`src/tocu_pkg.sv`:
```
/*
 package for the timer output compare unit: register offsets, field
 positions, reset values, mode codes and the carrier structs.
 assumes a classic wishbone master with 32-bit data and byte addresses.
*/
// Functional notes
// - compare counter with both compare values continuously
// - match flag sets one cycle after equality
// - flag requests interrupt; service or write-one clears
// - top and bottom handle extreme compare values
// - compare double buffered only in pwm modes
// - buffer loads active compare at top
// - software reaches buffer or active compare by mode
// - force strobe acts like match in non-pwm modes, no flag
// - counter write blocks matches next cycle
// - output state survives waveform mode change
// - output action bits apply at once
// - nonzero action overrides port value; direction stays
// - action zero leaves output state alone
// - counting ignores output action bits
// - action bits: polarity in pwm, set/clear/toggle otherwise
// - mode zero counts up and wraps
// - overflow flag sets on the max-to-zero wrap, at top in fast pwm, at bottom in phase-correct pwm
// - normal mode accepts counter writes anytime
// - mode two clears counter on match a
// - modes three and seven are fast pwm
// - modes one and five are phase-correct pwm
package tocu_pkg;

   localparam int unsigned ADR_W = 5;

   // register byte offsets
   localparam logic [ADR_W-1:0] OFS_CTRL_A = 5'h00;
   localparam logic [ADR_W-1:0] OFS_CTRL_B = 5'h04;
   localparam logic [ADR_W-1:0] OFS_COUNT  = 5'h08;
   localparam logic [ADR_W-1:0] OFS_CMP_A  = 5'h0c;
   localparam logic [ADR_W-1:0] OFS_CMP_B  = 5'h10;
   localparam logic [ADR_W-1:0] OFS_FLAGS  = 5'h14;
   localparam logic [ADR_W-1:0] OFS_MASK   = 5'h18;
   localparam logic [ADR_W-1:0] OFS_PORT   = 5'h1c;

   // field positions
   localparam int unsigned CA_ACT_A_LSB = 6;
   localparam int unsigned CA_ACT_B_LSB = 4;
   localparam int unsigned CA_WGM_LSB   = 0;
   localparam int unsigned CB_FORCE_A   = 7;
   localparam int unsigned CB_FORCE_B   = 6;
   localparam int unsigned CB_WGM2      = 3;
   localparam int unsigned CB_RUN       = 0;
   localparam int unsigned FL_OVF       = 0;
   localparam int unsigned FL_MATCH_LSB = 1;
   localparam int unsigned PT_VAL_LSB   = 0;
   localparam int unsigned PT_DIR_LSB   = 4;

   // reset values and counter extremes
   localparam logic [7:0] RST_BYTE   = 8'h00;
   localparam logic [7:0] CNT_MAX    = 8'hff;
   localparam logic [7:0] CNT_BOTTOM = 8'h00;

   // waveform mode codes
   localparam logic [2:0] WM_NORMAL    = 3'h0;
   localparam logic [2:0] WM_CLR_MATCH = 3'h2;

   typedef enum logic [1:0] {
      ACT_NONE   = 2'h0,
      ACT_TOGGLE = 2'h1,
      ACT_CLEAR  = 2'h2,
      ACT_SET    = 2'h3
   } tocu_act_e;

   typedef struct packed {
      logic             cyc;
      logic             stb;
      logic             we;
      logic [3:0]       sel;
      logic [ADR_W-1:0] adr;
      logic [31:0]      dat;
   } tocu_wb_req_s;

   typedef struct packed {
      logic [1:0] out;
      logic [1:0] oe_n;
   } tocu_pin_s;

endpackage

```
`src/tocu_output_compare.sv`:
```
/*
 timer output compare unit: 8-bit counter, two compare channels with
 double buffering, match and overflow flags, waveform generator and
 port pin override, reached over a classic wishbone slave.
 assumes a single 40 MHz clock; the run bit stands for the timer clock.
*/
`timescale 1ns/1ps
`default_nettype none
module tocu_output_compare
   import tocu_pkg::*;
#(
   parameter int unsigned CNT_W = 8
)
(
   input  wire logic         clk,
   input  wire logic         reset,
   input  wire tocu_wb_req_s wb_req,
   output logic [31:0]       wb_dat_o,
   output logic              wb_ack_o,
   input  wire logic [2:0]   irq_ack,
   output logic [2:0]        irq_req,
   output tocu_pin_s         pin
);

   // the channel logic is written for an 8-bit counter only
   if (CNT_W != 8)
   begin : g_bad_width
      $error("tocu_output_compare supports CNT_W of 8 only");
   end

   logic [7:0] ctrl_a_reg;
   logic [1:0] force_reg;
   logic       wgm2_reg;
   logic       run_reg;
   logic [7:0] cnt_reg;
   logic [7:0] cnt_next;
   logic       down_reg;
   logic       down_next;
   logic [7:0] buf_reg [2];
   logic [7:0] act_reg [2];
   logic [2:0] flag_reg;
   logic [2:0] mask_reg;
   logic [1:0] port_val_reg;
   logic [1:0] port_dir_reg;
   logic       block_reg;
   logic [1:0] match_q_reg;
   logic [1:0] match_dn_reg;
   logic [1:0] oc_reg;
   logic       ack_reg;
   logic [31:0] rd_reg;
   tocu_pin_s  pin_reg;

   logic       wb_hit;
   logic       wr_en;
   logic [7:0] wdata;
   logic [7:0] rd_byte;
   logic [2:0] wgm;
   logic       pwm;
   logic       fast;
   logic       pc;
   logic       clr_mode;
   logic [7:0] top_val;
   logic       at_top;
   logic       at_bottom;
   logic       at_max;
   logic       cnt_wr;
   logic       tick;
   logic       wrap_evt;
   logic       ovf_set;
   logic [1:0] eq;
   logic [1:0] match_raw;
   logic [1:0] force_hit;
   logic [1:0] act_bits [2];

   // bus decode; a write lands at the edge where the master sees ack
   assign wb_hit = wb_req.cyc & wb_req.stb;
   assign wr_en  = wb_hit & wb_req.we & ack_reg & wb_req.sel[0];
   assign wdata  = wb_req.dat[7:0];
   assign cnt_wr = wr_en & (wb_req.adr == OFS_COUNT);

   // mode decode, from waveform bits only
   assign wgm      = {wgm2_reg, ctrl_a_reg[CA_WGM_LSB +: 2]};
   assign pwm      = wgm[0];
   assign fast     = pwm & wgm[1];
   assign pc       = pwm & ~wgm[1];
   assign clr_mode = (wgm == WM_CLR_MATCH);
   assign top_val  = ((pwm & wgm[2]) | clr_mode) ? act_reg[0] : CNT_MAX;
   assign at_top    = (cnt_reg == top_val);
   assign at_bottom = (cnt_reg == CNT_BOTTOM);
   assign at_max    = (cnt_reg == CNT_MAX);
   assign tick      = run_reg;
   assign wrap_evt  = tick & ~cnt_wr & fast & at_top;
   assign act_bits[0] = ctrl_a_reg[CA_ACT_A_LSB +: 2];
   assign act_bits[1] = ctrl_a_reg[CA_ACT_B_LSB +: 2];

   // counter sequence per mode; a software write wins
   always_comb
   begin
      cnt_next  = cnt_reg;
      down_next = down_reg;
      if (cnt_wr)
      begin
         cnt_next = wdata;
      end
      else if (tick)
      begin
         if (pc)
         begin
            down_next = (~down_reg & at_top) | (down_reg & ~at_bottom);
            cnt_next  = down_next ? cnt_reg - 8'h01 : cnt_reg + 8'h01;
         end
         else if (fast | clr_mode)
         begin
            down_next = 1'b0;
            cnt_next  = at_top ? CNT_BOTTOM : cnt_reg + 8'h01;
         end
         else
         begin
            down_next = 1'b0;
            cnt_next  = cnt_reg + 8'h01;
         end
      end
   end

   // overflow event per mode
   always_comb
   begin
      if (cnt_wr | ~tick)
      begin
         ovf_set = 1'b0;
      end
      else if (pc)
      begin
         ovf_set = down_reg & at_bottom;
      end
      else if (fast)
      begin
         ovf_set = at_top;
      end
      else
      begin
         ovf_set = at_max & (cnt_next == CNT_BOTTOM);
      end
   end

   // counter and direction
   always_ff @(posedge clk or posedge reset)
   begin
      if (reset)
      begin
         cnt_reg  <= RST_BYTE;
         down_reg <= 1'b0;
      end
      else
      begin
         cnt_reg  <= cnt_next;
         down_reg <= down_next;
      end
   end

   // control registers written from the bus
   always_ff @(posedge clk or posedge reset)
   begin
      if (reset)
      begin
         ctrl_a_reg   <= RST_BYTE;
         force_reg    <= 2'h0;
         wgm2_reg     <= 1'b0;
         run_reg      <= 1'b0;
         mask_reg     <= 3'h0;
         port_val_reg <= 2'h0;
         port_dir_reg <= 2'h0;
      end
      else
      begin
         force_reg <= 2'h0;                                      // strobes last one cycle
         if (wr_en)
         begin
            case (wb_req.adr)
               OFS_CTRL_A:
               begin
                  ctrl_a_reg <= wdata;
               end
               OFS_CTRL_B:
               begin
                  force_reg <= {wdata[CB_FORCE_B], wdata[CB_FORCE_A]};
                  wgm2_reg  <= wdata[CB_WGM2];
                  run_reg   <= wdata[CB_RUN];
               end
               OFS_MASK:
               begin
                  mask_reg <= wdata[2:0];
               end
               OFS_PORT:
               begin
                  port_val_reg <= wdata[PT_VAL_LSB +: 2];
                  port_dir_reg <= wdata[PT_DIR_LSB +: 2];
               end
               default:
               begin
               end
            endcase
         end
      end
   end

   // match blocking for one cycle after a counter write
   always_ff @(posedge clk or posedge reset)
   begin
      if (reset)
      begin
         block_reg <= 1'b0;
      end
      else
      begin
         block_reg <= cnt_wr;
      end
   end

   // overflow flag: set wins over any clear
   always_ff @(posedge clk or posedge reset)
   begin
      if (reset)
      begin
         flag_reg[FL_OVF] <= 1'b0;
      end
      else if (ovf_set)
      begin
         flag_reg[FL_OVF] <= 1'b1;
      end
      else if (irq_ack[FL_OVF] |
               (wr_en & (wb_req.adr == OFS_FLAGS) & wdata[FL_OVF]))
      begin
         flag_reg[FL_OVF] <= 1'b0;
      end
   end

   // per channel: buffer, active compare, match, flag and output state
   for (genvar i = 0; i < 2; i++)
   begin : g_chan
      localparam logic [ADR_W-1:0] OFS_CMP = (i == 0) ? OFS_CMP_A : OFS_CMP_B;
      localparam int unsigned      FB      = FL_MATCH_LSB + i;
      logic cmp_wr;
      logic ocr_top;
      logic ocr_bottom;

      assign cmp_wr       = wr_en & (wb_req.adr == OFS_CMP);
      assign eq[i]        = (cnt_reg == act_reg[i]);
      assign match_raw[i] = tick & eq[i] & ~block_reg;
      assign force_hit[i] = force_reg[i] & ~pwm;
      assign ocr_top      = (act_reg[i] == top_val);
      assign ocr_bottom   = (act_reg[i] == CNT_BOTTOM);

      // buffer takes every write; active takes it only without buffering
      always_ff @(posedge clk or posedge reset)
      begin
         if (reset)
         begin
            buf_reg[i] <= RST_BYTE;
            act_reg[i] <= RST_BYTE;
         end
         else
         begin
            if (cmp_wr)
            begin
               buf_reg[i] <= wdata;
            end
            if (cmp_wr & ~pwm)
            begin
               act_reg[i] <= wdata;
            end
            else if (pwm & tick & ~cnt_wr & at_top)
            begin
               act_reg[i] <= buf_reg[i];
            end
         end
      end

      // match pipeline; remembers slope with extremes folded in
      always_ff @(posedge clk or posedge reset)
      begin
         if (reset)
         begin
            match_q_reg[i]  <= 1'b0;
            match_dn_reg[i] <= 1'b0;
         end
         else
         begin
            match_q_reg[i]  <= match_raw[i];
            match_dn_reg[i] <= ocr_top ? 1'b1 : (ocr_bottom ? 1'b0 : down_reg);
         end
      end

      // match flag: set wins over service or write-one clear
      always_ff @(posedge clk or posedge reset)
      begin
         if (reset)
         begin
            flag_reg[FB] <= 1'b0;
         end
         else if (match_raw[i])                                  // set at the edge ending the match
         begin
            flag_reg[FB] <= 1'b1;
         end
         else if (irq_ack[FB] | (wr_en & (wb_req.adr == OFS_FLAGS) & wdata[FB]))
         begin
            flag_reg[FB] <= 1'b0;
         end
      end

      // waveform generator; mode changes never touch the state
      always_ff @(posedge clk or posedge reset)
      begin
         if (reset)
         begin
            oc_reg[i] <= 1'b0;
         end
         else if (~pwm)
         begin
            if (match_q_reg[i] | force_hit[i])
            begin
               case (act_bits[i])
                  ACT_TOGGLE: oc_reg[i] <= ~oc_reg[i];
                  ACT_CLEAR:  oc_reg[i] <= 1'b0;
                  ACT_SET:    oc_reg[i] <= 1'b1;
                  default:    oc_reg[i] <= oc_reg[i];
               endcase
            end
         end
         else if (fast)
         begin
            if (act_bits[i][1] & wrap_evt)
            begin
               oc_reg[i] <= (act_bits[i] == ACT_CLEAR);
            end
            else if (act_bits[i][1] & match_q_reg[i] & ~ocr_top)
            begin
               oc_reg[i] <= (act_bits[i] == ACT_SET);
            end
            else if ((i == 0) & wgm[2] & match_q_reg[i] &
                     (act_bits[i] == ACT_TOGGLE))
            begin
               oc_reg[i] <= ~oc_reg[i];
            end
         end
         else if (pc & act_bits[i][1] & match_q_reg[i])
         begin
            oc_reg[i] <= match_dn_reg[i] ^ (act_bits[i] == ACT_SET);
         end
      end

      // pin: override when any action bit is set, direction from port
      always_ff @(posedge clk or posedge reset)
      begin
         if (reset)
         begin
            pin_reg.out[i]  <= 1'b0;
            pin_reg.oe_n[i] <= 1'b1;
         end
         else
         begin
            pin_reg.out[i]  <= (|act_bits[i]) ? oc_reg[i] : port_val_reg[i];
            pin_reg.oe_n[i] <= ~port_dir_reg[i];
         end
      end
   end

   // read mux; force strobes always read zero
   always_comb
   begin
      case (wb_req.adr)
         OFS_CTRL_A: rd_byte = ctrl_a_reg;
         OFS_CTRL_B: rd_byte = {4'h0, wgm2_reg, 2'h0, run_reg};
         OFS_COUNT:  rd_byte = cnt_reg;
         OFS_CMP_A:  rd_byte = pwm ? buf_reg[0] : act_reg[0];
         OFS_CMP_B:  rd_byte = pwm ? buf_reg[1] : act_reg[1];
         OFS_FLAGS:  rd_byte = {5'h00, flag_reg};
         OFS_MASK:   rd_byte = {5'h00, mask_reg};
         OFS_PORT:   rd_byte = {2'h0, port_dir_reg, 2'h0, port_val_reg};
         default:    rd_byte = RST_BYTE;
      endcase
   end

   // wishbone answer one cycle after the strobe, dropped the next
   always_ff @(posedge clk or posedge reset)
   begin
      if (reset)
      begin
         ack_reg <= 1'b0;
         rd_reg  <= 32'h0000_0000;
      end
      else
      begin
         ack_reg <= wb_hit & ~ack_reg;
         if (wb_hit & ~ack_reg)
         begin
            rd_reg <= {24'h00_0000, rd_byte};
         end
      end
   end

   assign wb_ack_o = ack_reg;
   assign wb_dat_o = rd_reg;
   assign irq_req  = flag_reg & mask_reg;
   assign pin      = pin_reg;

   // flag follows an unblocked equality by exactly one cycle
   flag_follows_a: assert property (@(posedge clk) disable iff (reset)
      match_raw[0] |=> flag_reg[FL_MATCH_LSB])
      else $error("match flag a not set one cycle after match");

   // a counter write suppresses matches in the next cycle
   write_blocks_a: assert property (@(posedge clk) disable iff (reset)
      cnt_wr |=> ##1 !match_q_reg[0] && !match_q_reg[1])
      else $error("match seen right after counter write");

   // force strobe never sets a flag on its own
   force_noflag_a: assert property (@(posedge clk) disable iff (reset)
      (force_reg[0] && !match_raw[0] && !flag_reg[FL_MATCH_LSB])
      |=> !flag_reg[FL_MATCH_LSB])
      else $error("force strobe set the match flag");

   // forced toggle flips the output state in non-pwm modes
   force_toggle_a: assert property (@(posedge clk) disable iff (reset)
      (force_hit[0] && !match_q_reg[0] && act_bits[0] == ACT_TOGGLE)
      |=> oc_reg[0] != $past(oc_reg[0]))
      else $error("force toggle did not flip output a");

   // action zero freezes the state in every mode
   no_action_a: assert property (@(posedge clk) disable iff (reset)
      (act_bits[1] == ACT_NONE) |=> $stable(oc_reg[1]))
      else $error("output b changed with action zero");

   // overflow sets on the wrap in normal mode
   normal_wrap_a: assert property (@(posedge clk) disable iff (reset)
      (wgm == WM_NORMAL && tick && !cnt_wr && at_max)
      |=> cnt_reg == CNT_BOTTOM && flag_reg[FL_OVF])
      else $error("normal mode wrap missed overflow");

   // pin shows the state one cycle later when overridden
   pin_override_a: assert property (@(posedge clk) disable iff (reset)
      (act_bits[0] != ACT_NONE) ##1 (act_bits[0] != ACT_NONE)
      |-> pin.out[0] == $past(oc_reg[0]))
      else $error("pin a not driven by output state");

   // pwm keeps the active compare until the top of the count
   buffer_hold_a: assert property (@(posedge clk) disable iff (reset)
      (pwm && !(tick && at_top)) |=> act_reg[1] == $past(act_reg[1]))
      else $error("active compare b changed away from top");

   // wishbone ack is a single-cycle pulse
   ack_pulse_a: assert property (@(posedge clk) disable iff (reset)
      wb_ack_o |=> !wb_ack_o)
      else $error("ack held longer than one cycle");

endmodule
`default_nettype wire

```
`config.mk`:
```
export PLATFORM = sky130hd
export DESIGN_NAME = tocu_output_compare
export DESIGN_NICKNAME = d
export VERILOG_FILES = /design/src/tocu_pkg.sv /design/src/tocu_output_compare.sv
export SDC_FILE = /design/constraint.sdc
export NUM_CORES = 1
export LEC_CHECK = 0
export BUFFER_PORTS_ARGS = -buffer_cell sky130_fd_sc_hd__buf_2
export CAP_MARGIN = 20
export CORE_MARGIN = 5
export CORE_UTILIZATION = 35
export DETAILED_ROUTE_END_ITERATION = 16
export SYNTH_ARGS = -nofsm -noshare
export SYNTH_HDL_FRONTEND = slang
export SYNTH_SLANG_ARGS = --single-unit
```
`constraint.sdc`:
```
create_clock -name clk -period 2.8 [get_ports clk]
set_input_delay 0.56 -clock clk [delete_from_list [all_inputs] [get_ports clk]]
set_output_delay 0.56 -clock clk [all_outputs]
set_load 0.005 [all_outputs]
```
==> key figures, run 1 <==
Logic synthesis
  • #FFs+latches synth: 83
  • Synth Instances: 578
  • Post-Syn Area: 5290 um^2
  • Number of synthesized flops with an enable pin: 0
  • Ranking of synthesized cells by area: dfrtp_1, mux2_2, mux2i_1
  • Sequential area share after synthesis: 39.3%
  • Mean area per synthesized cell: 9.16 um^2
  • Commonest cells post-synth: dfrtp_1, a21oi_1, nor2_1, nand2_1, mux2_2
  • Async SR Flop Fraction: 100%
  • Most common cell in the netlist: dfrtp_1
  • Synth top area share: 38.3%
  • Synth Warn #: 0
  • Yosys cell types: 71
  • Post-synth top flop: dfrtp_1
  • Yosys top cell by area: dfrtp_1

Timing
  • Setup violations, final: 0
  • Pins over their slew limit: 0
  • RSZ-0062 raised after global routing: no
  • Final critical-path required period: 2.64 ns
  • Worst Tran Pin Value: 0.712 ns
  • Max_slew headroom: 52.1%
  • Total negative slack: 0 ns
  • Post-route clock period utilization: 94.3%
  • Fmax: 379 MHz
  • Final setup margin: 0.158 ns
  • Worst Clk Skew: 0.00808 ns
  • Hold Fails Final Rpt: 0

Clock network
  • Clock transition at the registers of the reported paths: 0.06 ns
  • H-tree Lvls: 3
  • Clk sink count: 83
  • CTS Hold Bufs: 0
  • CTS tree: built
  • Clk_lat worst skew: 0.35 ns
  • Clock Tree Root: clkbuf_16
  • TritonCTS buffer count: 9
  • Clk buf depth: 2

Power and ir drop
  • Total power: 2920 uW
  • Clock power share: 41.3%
  • P_sw: 797 uW
  • Logic pwr share: 14.4%
  • Switch share: 27.3%
  • Lkg Pwr: 0.00271 uW
  • Seq pwr share: 44.3%
  • Pwr Density: 484 nW/um^2
  • P_int: 2120 uW
  • VDD IR-drop max: 0.420 mV

Min path
  • Hold WC Path Type: in2async

Status
  • Status: complete, no violations

Detailed routing
  • Via count: 4544
  • Starting DRC count in detailed routing: 322
  • Post-DRT Antenna Nets: 0
  • Iteration count of the initial detailed-routing pass: 7
  • DRC: 0
  • Post-Route WL: 15.3 mm
  • Wire per inst: 18.8 um
  • Via density: 5.60

Die
  • Die width: 133 um
  • Initial Utilization: 35.2%
  • Core region area: 15000 um^2
  • Row count: 45
  • Die height: 133 um
  • Ports: 89
  • Die Footprint: 17700 um^2

Critical path
  • Startpoint types: flip-flop
  • CP Capture Type: flip-flop
  • Setup CP Type: reg2reg
  • WP data arrival: 2.87 ns
  • Worst R2R Setup Slack: 0.16 ns
  • WP data required: 3.03 ns
  • Critical path peak fanout: 9

Cells and area
  • # diodes: 0
  • Fraction of layout cells with a size suffix above 1: 24.0%
  • Design Area, Final: 6030 um^2
  • Fin nets: 671
  • Layout area overhead: 13.9%

Place
  • Placer congestion estimate: 0.914
  • DPL Wire Length: 11.1 mm
  • Pre-CTS WS: 0.0909 ns
  • Area after DPL: 5700 um^2
  • # port buffers: 37

Global route
  • Initial antenna violation count: 0
  • Largest net degree at the start of global routing: 49
  • Vias in the first global route: 4261
  • First-pass GRT wire length: 23.8 mm
  • Remaining global-route overflow: 0
  • Total GRT Usage: 17.1%

Flow run
  • Max Cap Violations: 0
power by group through the flow:
stage	registers (uW)	clock network [uW]	logic, uW
after global placement	1310	0	403
after floorplan	1280	0	315
after CTS	1290	1240	412
after detailed placement	1310	0	410
after global routing	1300	1280	460
final	1290	1210	420
what timing repair did:
action	CTS	global route
resized for setup	0	3
setup buffers	0	2
endpoints found under the setup margin	0	20
layer usage:
layer	GRT usage [%]	share of wire (%)	up-vias
met5	0	0	-
met4	5.02	1.8	0
met1	23.3	44	2227
met3	3.95	7.0	26
met2	27.3	47	196
li1	-	-	2095
cells by family after synthesis:
family	after synthesis	share of synthesized area, %
AND/OR/NAND/NOR	179	17.6
AO/OA/AOI/OAI	140	16.6
flip-flops	83	39.3
buffers and inverters	82	8.32
multiplexers	68	13.8
XOR/XNOR	22	3.64
adder cells (fa/ha/maj)	3	0.709
other	1	0.0708
area by class of cell:
cell class / instances / area (um^2)
clock inverter: 5 / 61.3
sequential: 83 / 2080
inverter: 14 / 53.8
timing repair buffer: 75 / 487
fill: 1464 / 9000
tap: 188 / 235
multi-input combinational: 436 / 2870
clock buffer: 11 / 243
stage by stage:
stage	hold WS, ns	util [%]	std cells
final	0.277	40.1	812
after global routing	0.331	40.1	812
after CTS	0.291	39.9	810
after detailed placement	0.437	37.9	794
after global placement	0.430	37.9	794
after floorplan	0.377	-	601
placed cells by master (no fill, tap or decap), types with 4 or more instances in the layout:
| master | synthesis | routed |
|---|---|---|
| conb_1 | 1 | 24 |
| a21oi_1 | 49 | 49 |
| a22oi_1 | 8 | 8 |
| nor4_1 | 4 | 4 |
| clkbuf_16 | 0 | 9 |
| a31oi_1 | 7 | 7 |
| o31ai_1 | 4 | 4 |
| and2_1 | 7 | 7 |
| nand2b_1 | 6 | 6 |
| a221oi_1 | 5 | 5 |
| nand3_1 | 14 | 14 |
| nor3_1 | 10 | 9 |
| inv_1 | 14 | 13 |
| and3_1 | 4 | 4 |
| o21ai_0 | 31 | 31 |
| nand2_1 | 46 | 46 |
| mux2_2 | 37 | 37 |
| buf_2 | 3 | 37 |
| dfrtp_1 | 81 | 81 |
| nor2_1 | 48 | 48 |
| mux2i_1 | 29 | 28 |
| buf_4 | 27 | 36 |
| xnor2_1 | 14 | 14 |
| or4_1 | 4 | 4 |
| o22ai_1 | 5 | 5 |
| nand4_1 | 5 | 5 |
| xor2_1 | 8 | 8 |
| or2_2 | 6 | 6 |
worst max-delay path, cell delays in order, from the launching register on:
cell      delay [ns]
dfrtp_1         0.44
nor3b_4         0.31
o21bai_1        0.17
xor2_1          0.19
nor4_4          0.32
buf_4           0.22
o21a_2          0.22
mux2i_2         0.26
mux2i_1         0.11
a211o_1         0.28
final timing paths:
| kind | start | endpoint | cells after the start |
|---|---|---|---|
| max | ctrl_a_reg[0]$_DFFE_PP0P_ | cnt_reg[2]$_DFF_PP0_ | 9 |
| min | reset | buf_reg[4]$_DFFE_PP0P_ | 2 |
| max reg2reg | ctrl_a_reg[0]$_DFFE_PP0P_ | cnt_reg[2]$_DFF_PP0_ | 9 |
| min reg2reg | port_dir_reg[1]$_DFFE_PP0P_ | pin[1]$_DFF_PP1_ | 1 |
| max in group asynchronous | reset | pin[1]$_DFF_PP1_ | 3 |
| min in group clk | port_dir_reg[1]$_DFFE_PP0P_ | pin[1]$_DFF_PP1_ | 1 |
Power figures use the tool's default switching activity.
==> run 2, diff against run 1 <==
--- a/config.mk
+++ b/config.mk
@@ -5,6 +5,7 @@
 export SDC_FILE = /design/constraint.sdc
 export NUM_CORES = 1
 export LEC_CHECK = 0
+export ABC_AREA = 1
 export BUFFER_PORTS_ARGS = -buffer_cell sky130_fd_sc_hd__buf_2
 export CAP_MARGIN = 20
 export CORE_MARGIN = 5
==> constraint.sdc (replaced) <==
create_clock -name clk -period 2.2 [get_ports clk]
set_input_delay 0.44 -clock clk [delete_from_list [all_inputs] [get_ports clk]]
set_output_delay 0.44 -clock clk [all_outputs]
set_load 0.005 [all_outputs]
==> run 2 against run 1 <==
Against the previous run:
- the run now ends with setup timing left
- sequential share of layout area shrank 5.9 points
- sequential cell count stayed put
- critical path depth grew 11
- cell count increased by 32%
- global-route usage rose by 3.6 points
- clock power grew 31%
- sequential power is 31% higher
- largest cell class unchanged
- setup slack worse by 0.31 ns
==> key figures, run 2 <==
Clock network
  • TritonCTS buffer count: 9 (unchanged)
  • Clk buf depth: 2 (unchanged)
  • Clk_lat worst skew: 0.36 ns (about the same)
  • CTS Hold Bufs: 0 (unchanged)
  • Clock transition at the registers of the reported paths: 0.07 ns (about the same)
  • H-tree Lvls: 3 (unchanged)
  • Clock Tree Root: clkbuf_16
  • Clk sink count: 83 (unchanged)
  • CTS tree: built

Cells and area
  • # diodes: 0 (unchanged)
  • Register area: 2080 um^2 (about the same)
  • Commonest non-fill, non-tap cell in the layout: nand2_1
  • Finished Layout Cells: 1070 (+32%)
  • Most frequent cells in the layout: nand2_1, buf_4, dfrtp_1
  • Fin nets: 929 (+38%)
  • Layout fillers: 1508 (+3.0%)
  • Fraction of layout cells with a size suffix above 1: 31.5% (+7.5 points)
  • Multi-input gate area: 3140 um^2 (+9.4%)
  • Layout area overhead: 33.9%

Timing
  • Worst Clk Skew: 0.0126 ns (+0.00449 ns)
  • Setup violations, final: 12 (+12)
  • RSZ-0062 raised after global routing: yes
  • Pins over their slew limit: 0 (unchanged)
  • Total negative slack: -0.779 ns (-0.779 ns)
  • Hold Fails Final Rpt: 0 (unchanged)
  • Max_slew headroom: 62.9% (+11 points)
  • Final setup margin: -0.150 ns (-0.309 ns)
  • Worst Tran Pin Value: 0.553 ns (-0.159 ns)
  • Fmax: 425 MHz (+12%)
  • Post-route clock period utilization: 107% (+12 points)
  • Final critical-path required period: 2.35 ns (-0.291 ns)

Detailed routing
  • DRC: 0 (unchanged)
  • Wire per inst: 17.6 um (-6.2%)
  • Via density: 5.22 (-6.8%)
  • Post-Route WL: 18.9 mm (+24%)
  • Iteration count of the initial detailed-routing pass: 7 (unchanged)
  • Starting DRC count in detailed routing: 498 (+55%)
  • Post-DRT Antenna Nets: 0 (unchanged)
  • Via count: 5583 (+23%)

Die
  • Initial Utilization: 35.8% (+0.56 points)
  • Core region area: 15200 um^2 (+1.1%)
  • Die width: 135 um (+1.3%)
  • Ports: 89 (unchanged)
  • Die height: 135 um (+1.3%)
  • Die Footprint: 18100 um^2 (+2.5%)
  • Row count: 45 (unchanged)

Power and ir drop
  • VDD IR-drop max: 0.401 mV (-4.6%)
  • Lkg Pwr: 0.00351 uW (+30%)
  • P_sw: 1420 uW (+78%)
  • Pwr Density: 620 nW/um^2 (+28%)
  • P_int: 3090 uW (+46%)
  • Logic pwr share: 27.5% (+13 points)
  • Seq pwr share: 37.4% (-6.9 points)
  • Switch share: 31.4% (+4.1 points)
  • Clock power share: 35.1% (-6.2 points)

Critical path
  • Reg-to-reg startpoint: wgm2_reg$_DFFE_PP0P_
  • Setup CP Type: reg2reg
  • RR Endpoint: flag_reg[0]$_DFFE_PP0P_
  • Levels on crit path: 20 (+11)
  • WP data required: 2.49 ns (-0.54 ns)
  • Worst Setup SP: wgm2_reg$_DFFE_PP0P_
  • Worst r2r path cells: 20 (+11)
  • Worst R2R Setup Slack: -0.15 ns (-0.31 ns)
  • Critical path peak fanout: 7 (-2)
  • Slowest-stage cell, CP: dfrtp_1
  • CP dominant cell by count: nand2_1
  • Startpoint types: flip-flop
  • WP buf/inv: 2 (+1)
  • Critical Path Max Stage Delay: 0.42 ns (-0.02 ns)
  • CP Capture Type: flip-flop
  • Family with the most delay on the worst path: simple AND/OR/NAND/NOR gates
  • Setup crit end: flag_reg[0]$_DFFE_PP0P_
  • WP data arrival: 2.64 ns (-0.23 ns)
  • Critical path, cell by cell: inv_4 > nand2_4 > nand2_8 > nand3_4 > nand2_4 > nand2_2 > nor2_4 > buf_6 > nand4_4 > nand2_2 > nand2_1 > nand2_1 > nand2_1 > nand2_2 > nand3_2 > nor2_2 > nand3_1 > nand2_1 > nand2_2 > nand2_1

Place
  • # port buffers: 37 (unchanged)
  • Placed Cells: 1034 (+30%)
  • Pre-CTS WS: -0.185 ns (-0.276 ns)
  • DPL Wire Length: 14.2 mm (+28%)
  • Placer congestion estimate: 0.964 (+5.5%)

Logic synthesis
  • Mean area per synthesized cell: 7.45 um^2 (-19%)
  • Async SR Flop Fraction: 100% (unchanged)
  • Post-synth top flop: dfrtp_1
  • #FFs+latches synth: 83 (unchanged)
  • Synth top area share: 37.3% (-1.0 points)
  • Commonest cells post-synth: nand2_1, dfrtp_1, inv_1, o21ai_0, nor2_1
  • Post-Syn Area: 5440 um^2 (+2.7%)
  • Yosys cell types: 48 (-32%)
  • Number of synthesized flops with an enable pin: 0 (unchanged)
  • Sequential area share after synthesis: 38.2% (-1.0 points)
  • Ranking of synthesized cells by area: dfrtp_1, nand2_1, o21ai_0
  • Yosys top cell by area: dfrtp_1
  • Most common cell in the netlist: nand2_1
  • Synth Instances: 730 (+26%)
  • Synth Warn #: 0 (unchanged)

Flow run
  • Max Cap Violations: 0 (unchanged)

Global route
  • Largest net degree at the start of global routing: 47 (-4.1%)
  • First-pass GRT wire length: 29.0 mm (+22%)
  • Initial antenna violation count: 0 (unchanged)
  • Remaining global-route overflow: 0 (unchanged)
  • Vias in the first global route: 5192 (+22%)
  • Total GRT Usage: 20.8% (+3.6 points)

Status
  • Failing checks: setup timing
  • Status: finished with violations

Min path
  • Hold WC Path Type: in2async
==> run 2: logic make-up (layout without fill, tap and decap cells) <==
family,count (synthesis),in the layout,synth area share (%)
simple gates,326,328,28.0
flops,83,83,38.2
other cells,1,24,0.0689
xor+xnor,29,29,4.67
fa+ha+maj,3,3,0.690
compound gates,157,157,16.9
buf+inv,131,258,11.5
==> run 2: per-stage QoR <==
stage	hold slack [ns]	instance area [um^2]	total power (uW)	utilization [%]
floorplan	0.382	5530	2340	-
global placement	0.415	6460	2810	42.5
detailed placement	0.414	6460	2820	42.5
CTS	0.111	6940	4460	45.7
global route	0.145	7280	4730	47.9
finish	0.104	7280	4510	47.9
==> run 2: timing repair <==
item                       4_1_cts  5_1_grt
setup endpoints to repair       17       19
pin swaps                       18       34
cloned                           1        2
buffers inserted                12        8
gates resized for setup         23       83
==> run 2: final cells by class <==
class                           instances  area share (%)
Sequential cell                        83            28.6
Timing Repair Buffer                  157            16.0
Clock buffer                           11            3.47
Clock inverter                          5           0.807
Inverter                               84            4.66
Timing Repair inverter                  1           0.120
Multi-Input combinational cell        541            43.1
Tap cell                              188            3.23
==> run 2: worst min-delay path by stage <==
stage | from | cells after the start | end | slack (ns)
finish | reset | 2 | port_dir_reg[0]$_DFFE_PP0P_ | 0.10
floorplan | port_dir_reg[0]$_DFFE_PP0P_ | 1 | pin[0]$_DFF_PP1_ | 0.38
detailed placement | port_dir_reg[0]$_DFFE_PP0P_ | 1 | pin[0]$_DFF_PP1_ | 0.41
global route | reset | 2 | port_dir_reg[0]$_DFFE_PP0P_ | 0.15
CTS | reset | 2 | port_dir_reg[0]$_DFFE_PP0P_ | 0.11
global placement | port_dir_reg[1]$_DFFE_PP0P_ | 1 | pin[1]$_DFF_PP1_ | 0.42
==> run 2: metal layers <==
metal	share of wire, %	GRT usage (%)	vias up
li1	-	-	2671
met1	42	27.8	2641
met2	48	33.2	227
met3	6.5	2.83	44
met4	4.1	10.0	0
met5	0	0	-
==> run 2: worst register-to-register path, delay by kind of cell, from the launching register on <==
| family | cells | cell delay, ns |
|---|---|---|
| buffers and inverters | 2 | 0.26 |
| flip-flops | 1 | 0.42 |
| AND/OR/NAND/NOR | 18 | 1.60 |
==> run 2: power groups by stage <==
stage / Clock, uW / Sequential (uW) / Combinational [uW]
after floorplan: 0 / 1660 / 672
after global placement: 0 / 1720 / 1100
after detailed placement: 0 / 1710 / 1110
after CTS: 1620 / 1690 / 1160
after global routing: 1670 / 1690 / 1360
final: 1590 / 1690 / 1240
==> run 3, diff against run 2 <==
--- a/config.mk
+++ b/config.mk
@@ -11,6 +11,7 @@
 export CORE_MARGIN = 5
 export CORE_UTILIZATION = 35
 export DETAILED_ROUTE_END_ITERATION = 16
+export PLACE_DENSITY = 0.67
 export SYNTH_ARGS = -nofsm -noshare
 export SYNTH_HDL_FRONTEND = slang
 export SYNTH_SLANG_ARGS = --single-unit
==> run 3 against run 2 <==
Against the previous run:
- the run still ends with setup timing left
- worst hold slack worse by 0.069 ns
- sequential cell count stayed put
- utilization shrank 1.5 points
- clock-buffer cell count rose by 1
- cell count is 0.28% lower
- first-iteration DRC count is 8.4% higher
- sequential power about the same
- critical path depth shrank 6
- global-route usage decreased by 0.44 points
- critical endpoint is now oc_reg[1]$_DFFE_PP0P_
- largest cell class unchanged
- highest routed layer unchanged
==> key figures, run 3 (synthesis results as in run 2) <==
Status
  • Status: finished with violations
  • Failing checks: setup timing

Die
  • Die height: 135 um (unchanged)
  • Die width: 135 um (unchanged)
  • Row count: 45 (unchanged)
  • Core region area: 15200 um^2 (unchanged)
  • Ports: 89 (unchanged)
  • Die Footprint: 18100 um^2 (unchanged)
  • Initial Utilization: 35.8% (unchanged)

Power and ir drop
  • Clock power share: 35.4% (+0.3 points)
  • Switch share: 30.9% (-0.52 points)
  • Pwr Density: 623 nW/um^2 (+0.50%)
  • VDD IR-drop max: 0.547 mV (+37%)
  • P_int: 3040 uW (-1.9%)
  • Logic pwr share: 26.1% (-1.4 points)
  • Lkg Pwr: 0.00342 uW (-2.7%)
  • P_sw: 1360 uW (-4.2%)
  • Seq pwr share: 38.5% (+1.1 points)

Timing
  • Worst Clk Skew: 0.00886 ns (-0.00371 ns)
  • Final critical-path required period: 2.31 ns (-0.0434 ns)
  • Post-route clock period utilization: 105% (-2.0 points)
  • Total negative slack: -0.358 ns (+0.421 ns)
  • Fmax: 433 MHz (+1.9%)
  • Worst Tran Pin Value: 0.718 ns (+0.165 ns)
  • RSZ-0062 raised after global routing: yes
  • Setup violations, final: 10 (-2)
  • Pins over their slew limit: 0 (unchanged)
  • Max_slew headroom: 51.8% (-11 points)
  • Final setup margin: -0.107 ns (+0.0434 ns)
  • Hold Fails Final Rpt: 0 (unchanged)

Critical path
  • Slowest-stage cell, CP: dfrtp_1
  • Critical path peak fanout: 6 (-1)
  • CP Capture Type: flip-flop
  • Startpoint types: flip-flop
  • WP buf/inv: 4 (+2)
  • WP data arrival: 2.54 ns (-0.10 ns)
  • Critical path, cell by cell: inv_4 > nand3_4 > nand2_4 > buf_4 > buf_6 > nand2_4 > buf_6 > xor2_2 > nor4_2 > nand4_1 > nand3_2 > nand3_2 > a21oi_2 > a21oi_2
  • Critical Path Max Stage Delay: 0.43 ns (about the same)
  • WP data required: 2.43 ns (-0.06 ns)
  • Family with the most delay on the worst path: simple AND/OR/NAND/NOR gates
  • Setup CP Type: reg2reg

Cells and area
  • Finished Layout Cells: 1067 (-0.28%)
  • Layout area overhead: 29.8%
  • Commonest non-fill, non-tap cell in the layout: nand2_1
  • # diodes: 0 (unchanged)
  • Fin nets: 927 (-0.22%)
  • Most frequent cells in the layout: nand2_1, buf_4, dfrtp_1
  • Design Area, Final: 7060 um^2 (-3.1%)
  • Fraction of layout cells with a size suffix above 1: 29.5% (-2.1 points)

Clock network
  • Clock Tree Root: clkbuf_16
  • H-tree Lvls: 3 (unchanged)
  • Clk_lat worst skew: 0.35 ns (about the same)
  • TritonCTS buffer count: 9 (unchanged)
  • Clk buf depth: 2 (unchanged)
  • Clock transition at the registers of the reported paths: 0.06 ns (about the same)
  • CTS tree: built
  • Clk sink count: 83 (unchanged)

Detailed routing
  • DRC: 0 (unchanged)
  • Post-DRT Antenna Nets: 0 (unchanged)
  • Iteration count of the initial detailed-routing pass: 5 (-2)
  • Via count: 5514 (-1.2%)
  • Wire per inst: 17.3 um (-1.9%)
  • Via density: 5.17 (-0.96%)
  • Starting DRC count in detailed routing: 540 (+8.4%)
  • Post-Route WL: 18.5 mm (-2.1%)

Global route
  • Initial antenna violation count: 0 (unchanged)
  • First-pass GRT wire length: 28.5 mm (-1.7%)
  • Largest net degree at the start of global routing: 30 (-36%)
  • Remaining global-route overflow: 0 (unchanged)
  • Total GRT Usage: 20.3% (-0.44 points)
  • Vias in the first global route: 5243 (+0.98%)

Flow run
  • Max Cap Violations: 0 (unchanged)

Min path
  • Hold WC Path Type: in2async

Place
  • Placer congestion estimate: 0.948 (-1.7%)
  • # port buffers: 37 (unchanged)
  • DPL Wire Length: 14.1 mm (-1.1%)
  • Placed Cells: 1034 (unchanged)
  • Pre-CTS WS: -0.133 ns (+0.0519 ns)
  • Area after DPL: 6420 um^2 (-0.58%)
-- run 3: final timing paths --
check                                                 start                           to  slack (ns)  cells past startpoint
worst max-delay path                   wgm2_reg$_DFFE_PP0P_        oc_reg[1]$_DFFE_PP0P_       -0.11                     14
worst min-delay path                                  reset  port_val_reg[1]$_DFFE_PP0P_        0.03                      2
worst max register to register         wgm2_reg$_DFFE_PP0P_        oc_reg[1]$_DFFE_PP0P_       -0.11                     14
worst min register to register  port_dir_reg[1]$_DFFE_PP0P_             pin[1]$_DFF_PP1_        0.43                      1
max in group asynchronous                             reset        oc_reg[1]$_DFFE_PP0P_        1.49                      3
min in group clk                                  wb_req[3]         cnt_reg[3]$_DFF_PP0_        0.34                      3
-- run 3: cell type report --
cell class              instances  area (um^2)
fillers                      1496         8140
multi-input cells             541         2990
flip-flops and latches         83         2080
repair buffers                155         1110
inverters                      84          334
clock buffers                  12          256
well taps                     188          235
clock inverters                 3         46.3
repair inverters                1         6.26
-- run 3: worst register-to-register path, cell delays in order (launching register included) --
cell	delay [ns]
dfrtp_1	0.43
inv_4	0.14
nand3_4	0.09
nand2_4	0.11
buf_4	0.12
buf_6	0.10
nand2_4	0.05
buf_6	0.12
xor2_2	0.14
nor4_2	0.28
nand4_1	0.20
nand3_2	0.13
nand3_2	0.09
a21oi_2	0.16
a21oi_2	0.04
-- run 3: metrics by stage --
stage,utilization [%],hold slack [ns],power [uW]
CTS,45.0,0.0425,4370
global route,46.4,0.0500,4590
finish,46.4,0.0348,4400
floorplan,-,0.382,2340
global placement,42.2,0.406,2790
detailed placement,42.2,0.409,2790
-- run 3: repair_timing --
| action | in CTS | in global routing |
|---|---|---|
| pin swaps | 17 | 24 |
| gates cloned | 1 | 2 |
| buffers inserted | 6 | 10 |
| endpoints found under the setup margin | 10 | 18 |
| gates resized for setup | 20 | 44 |
| hold buffers | 0 | 0 |
-- run 3: routing by layer --
metal	vias to the layer above	track usage, %	wire, um
met3	50	2.65	1450
met4	0	8.65	685
met2	253	33.5	8880
li1	2671	-	-
met1	2540	26.9	7450
met5	-	0	0
-- run 3: power by group through the flow --
| stage | Combinational, uW | Sequential [uW] | Clock, uW |
|---|---|---|---|
| after floorplan | 672 | 1660 | 0 |
| after global placement | 1070 | 1710 | 0 |
| after detailed placement | 1080 | 1710 | 0 |
| after CTS | 1110 | 1690 | 1570 |
| after global routing | 1260 | 1700 | 1630 |
| final | 1150 | 1690 | 1560 |
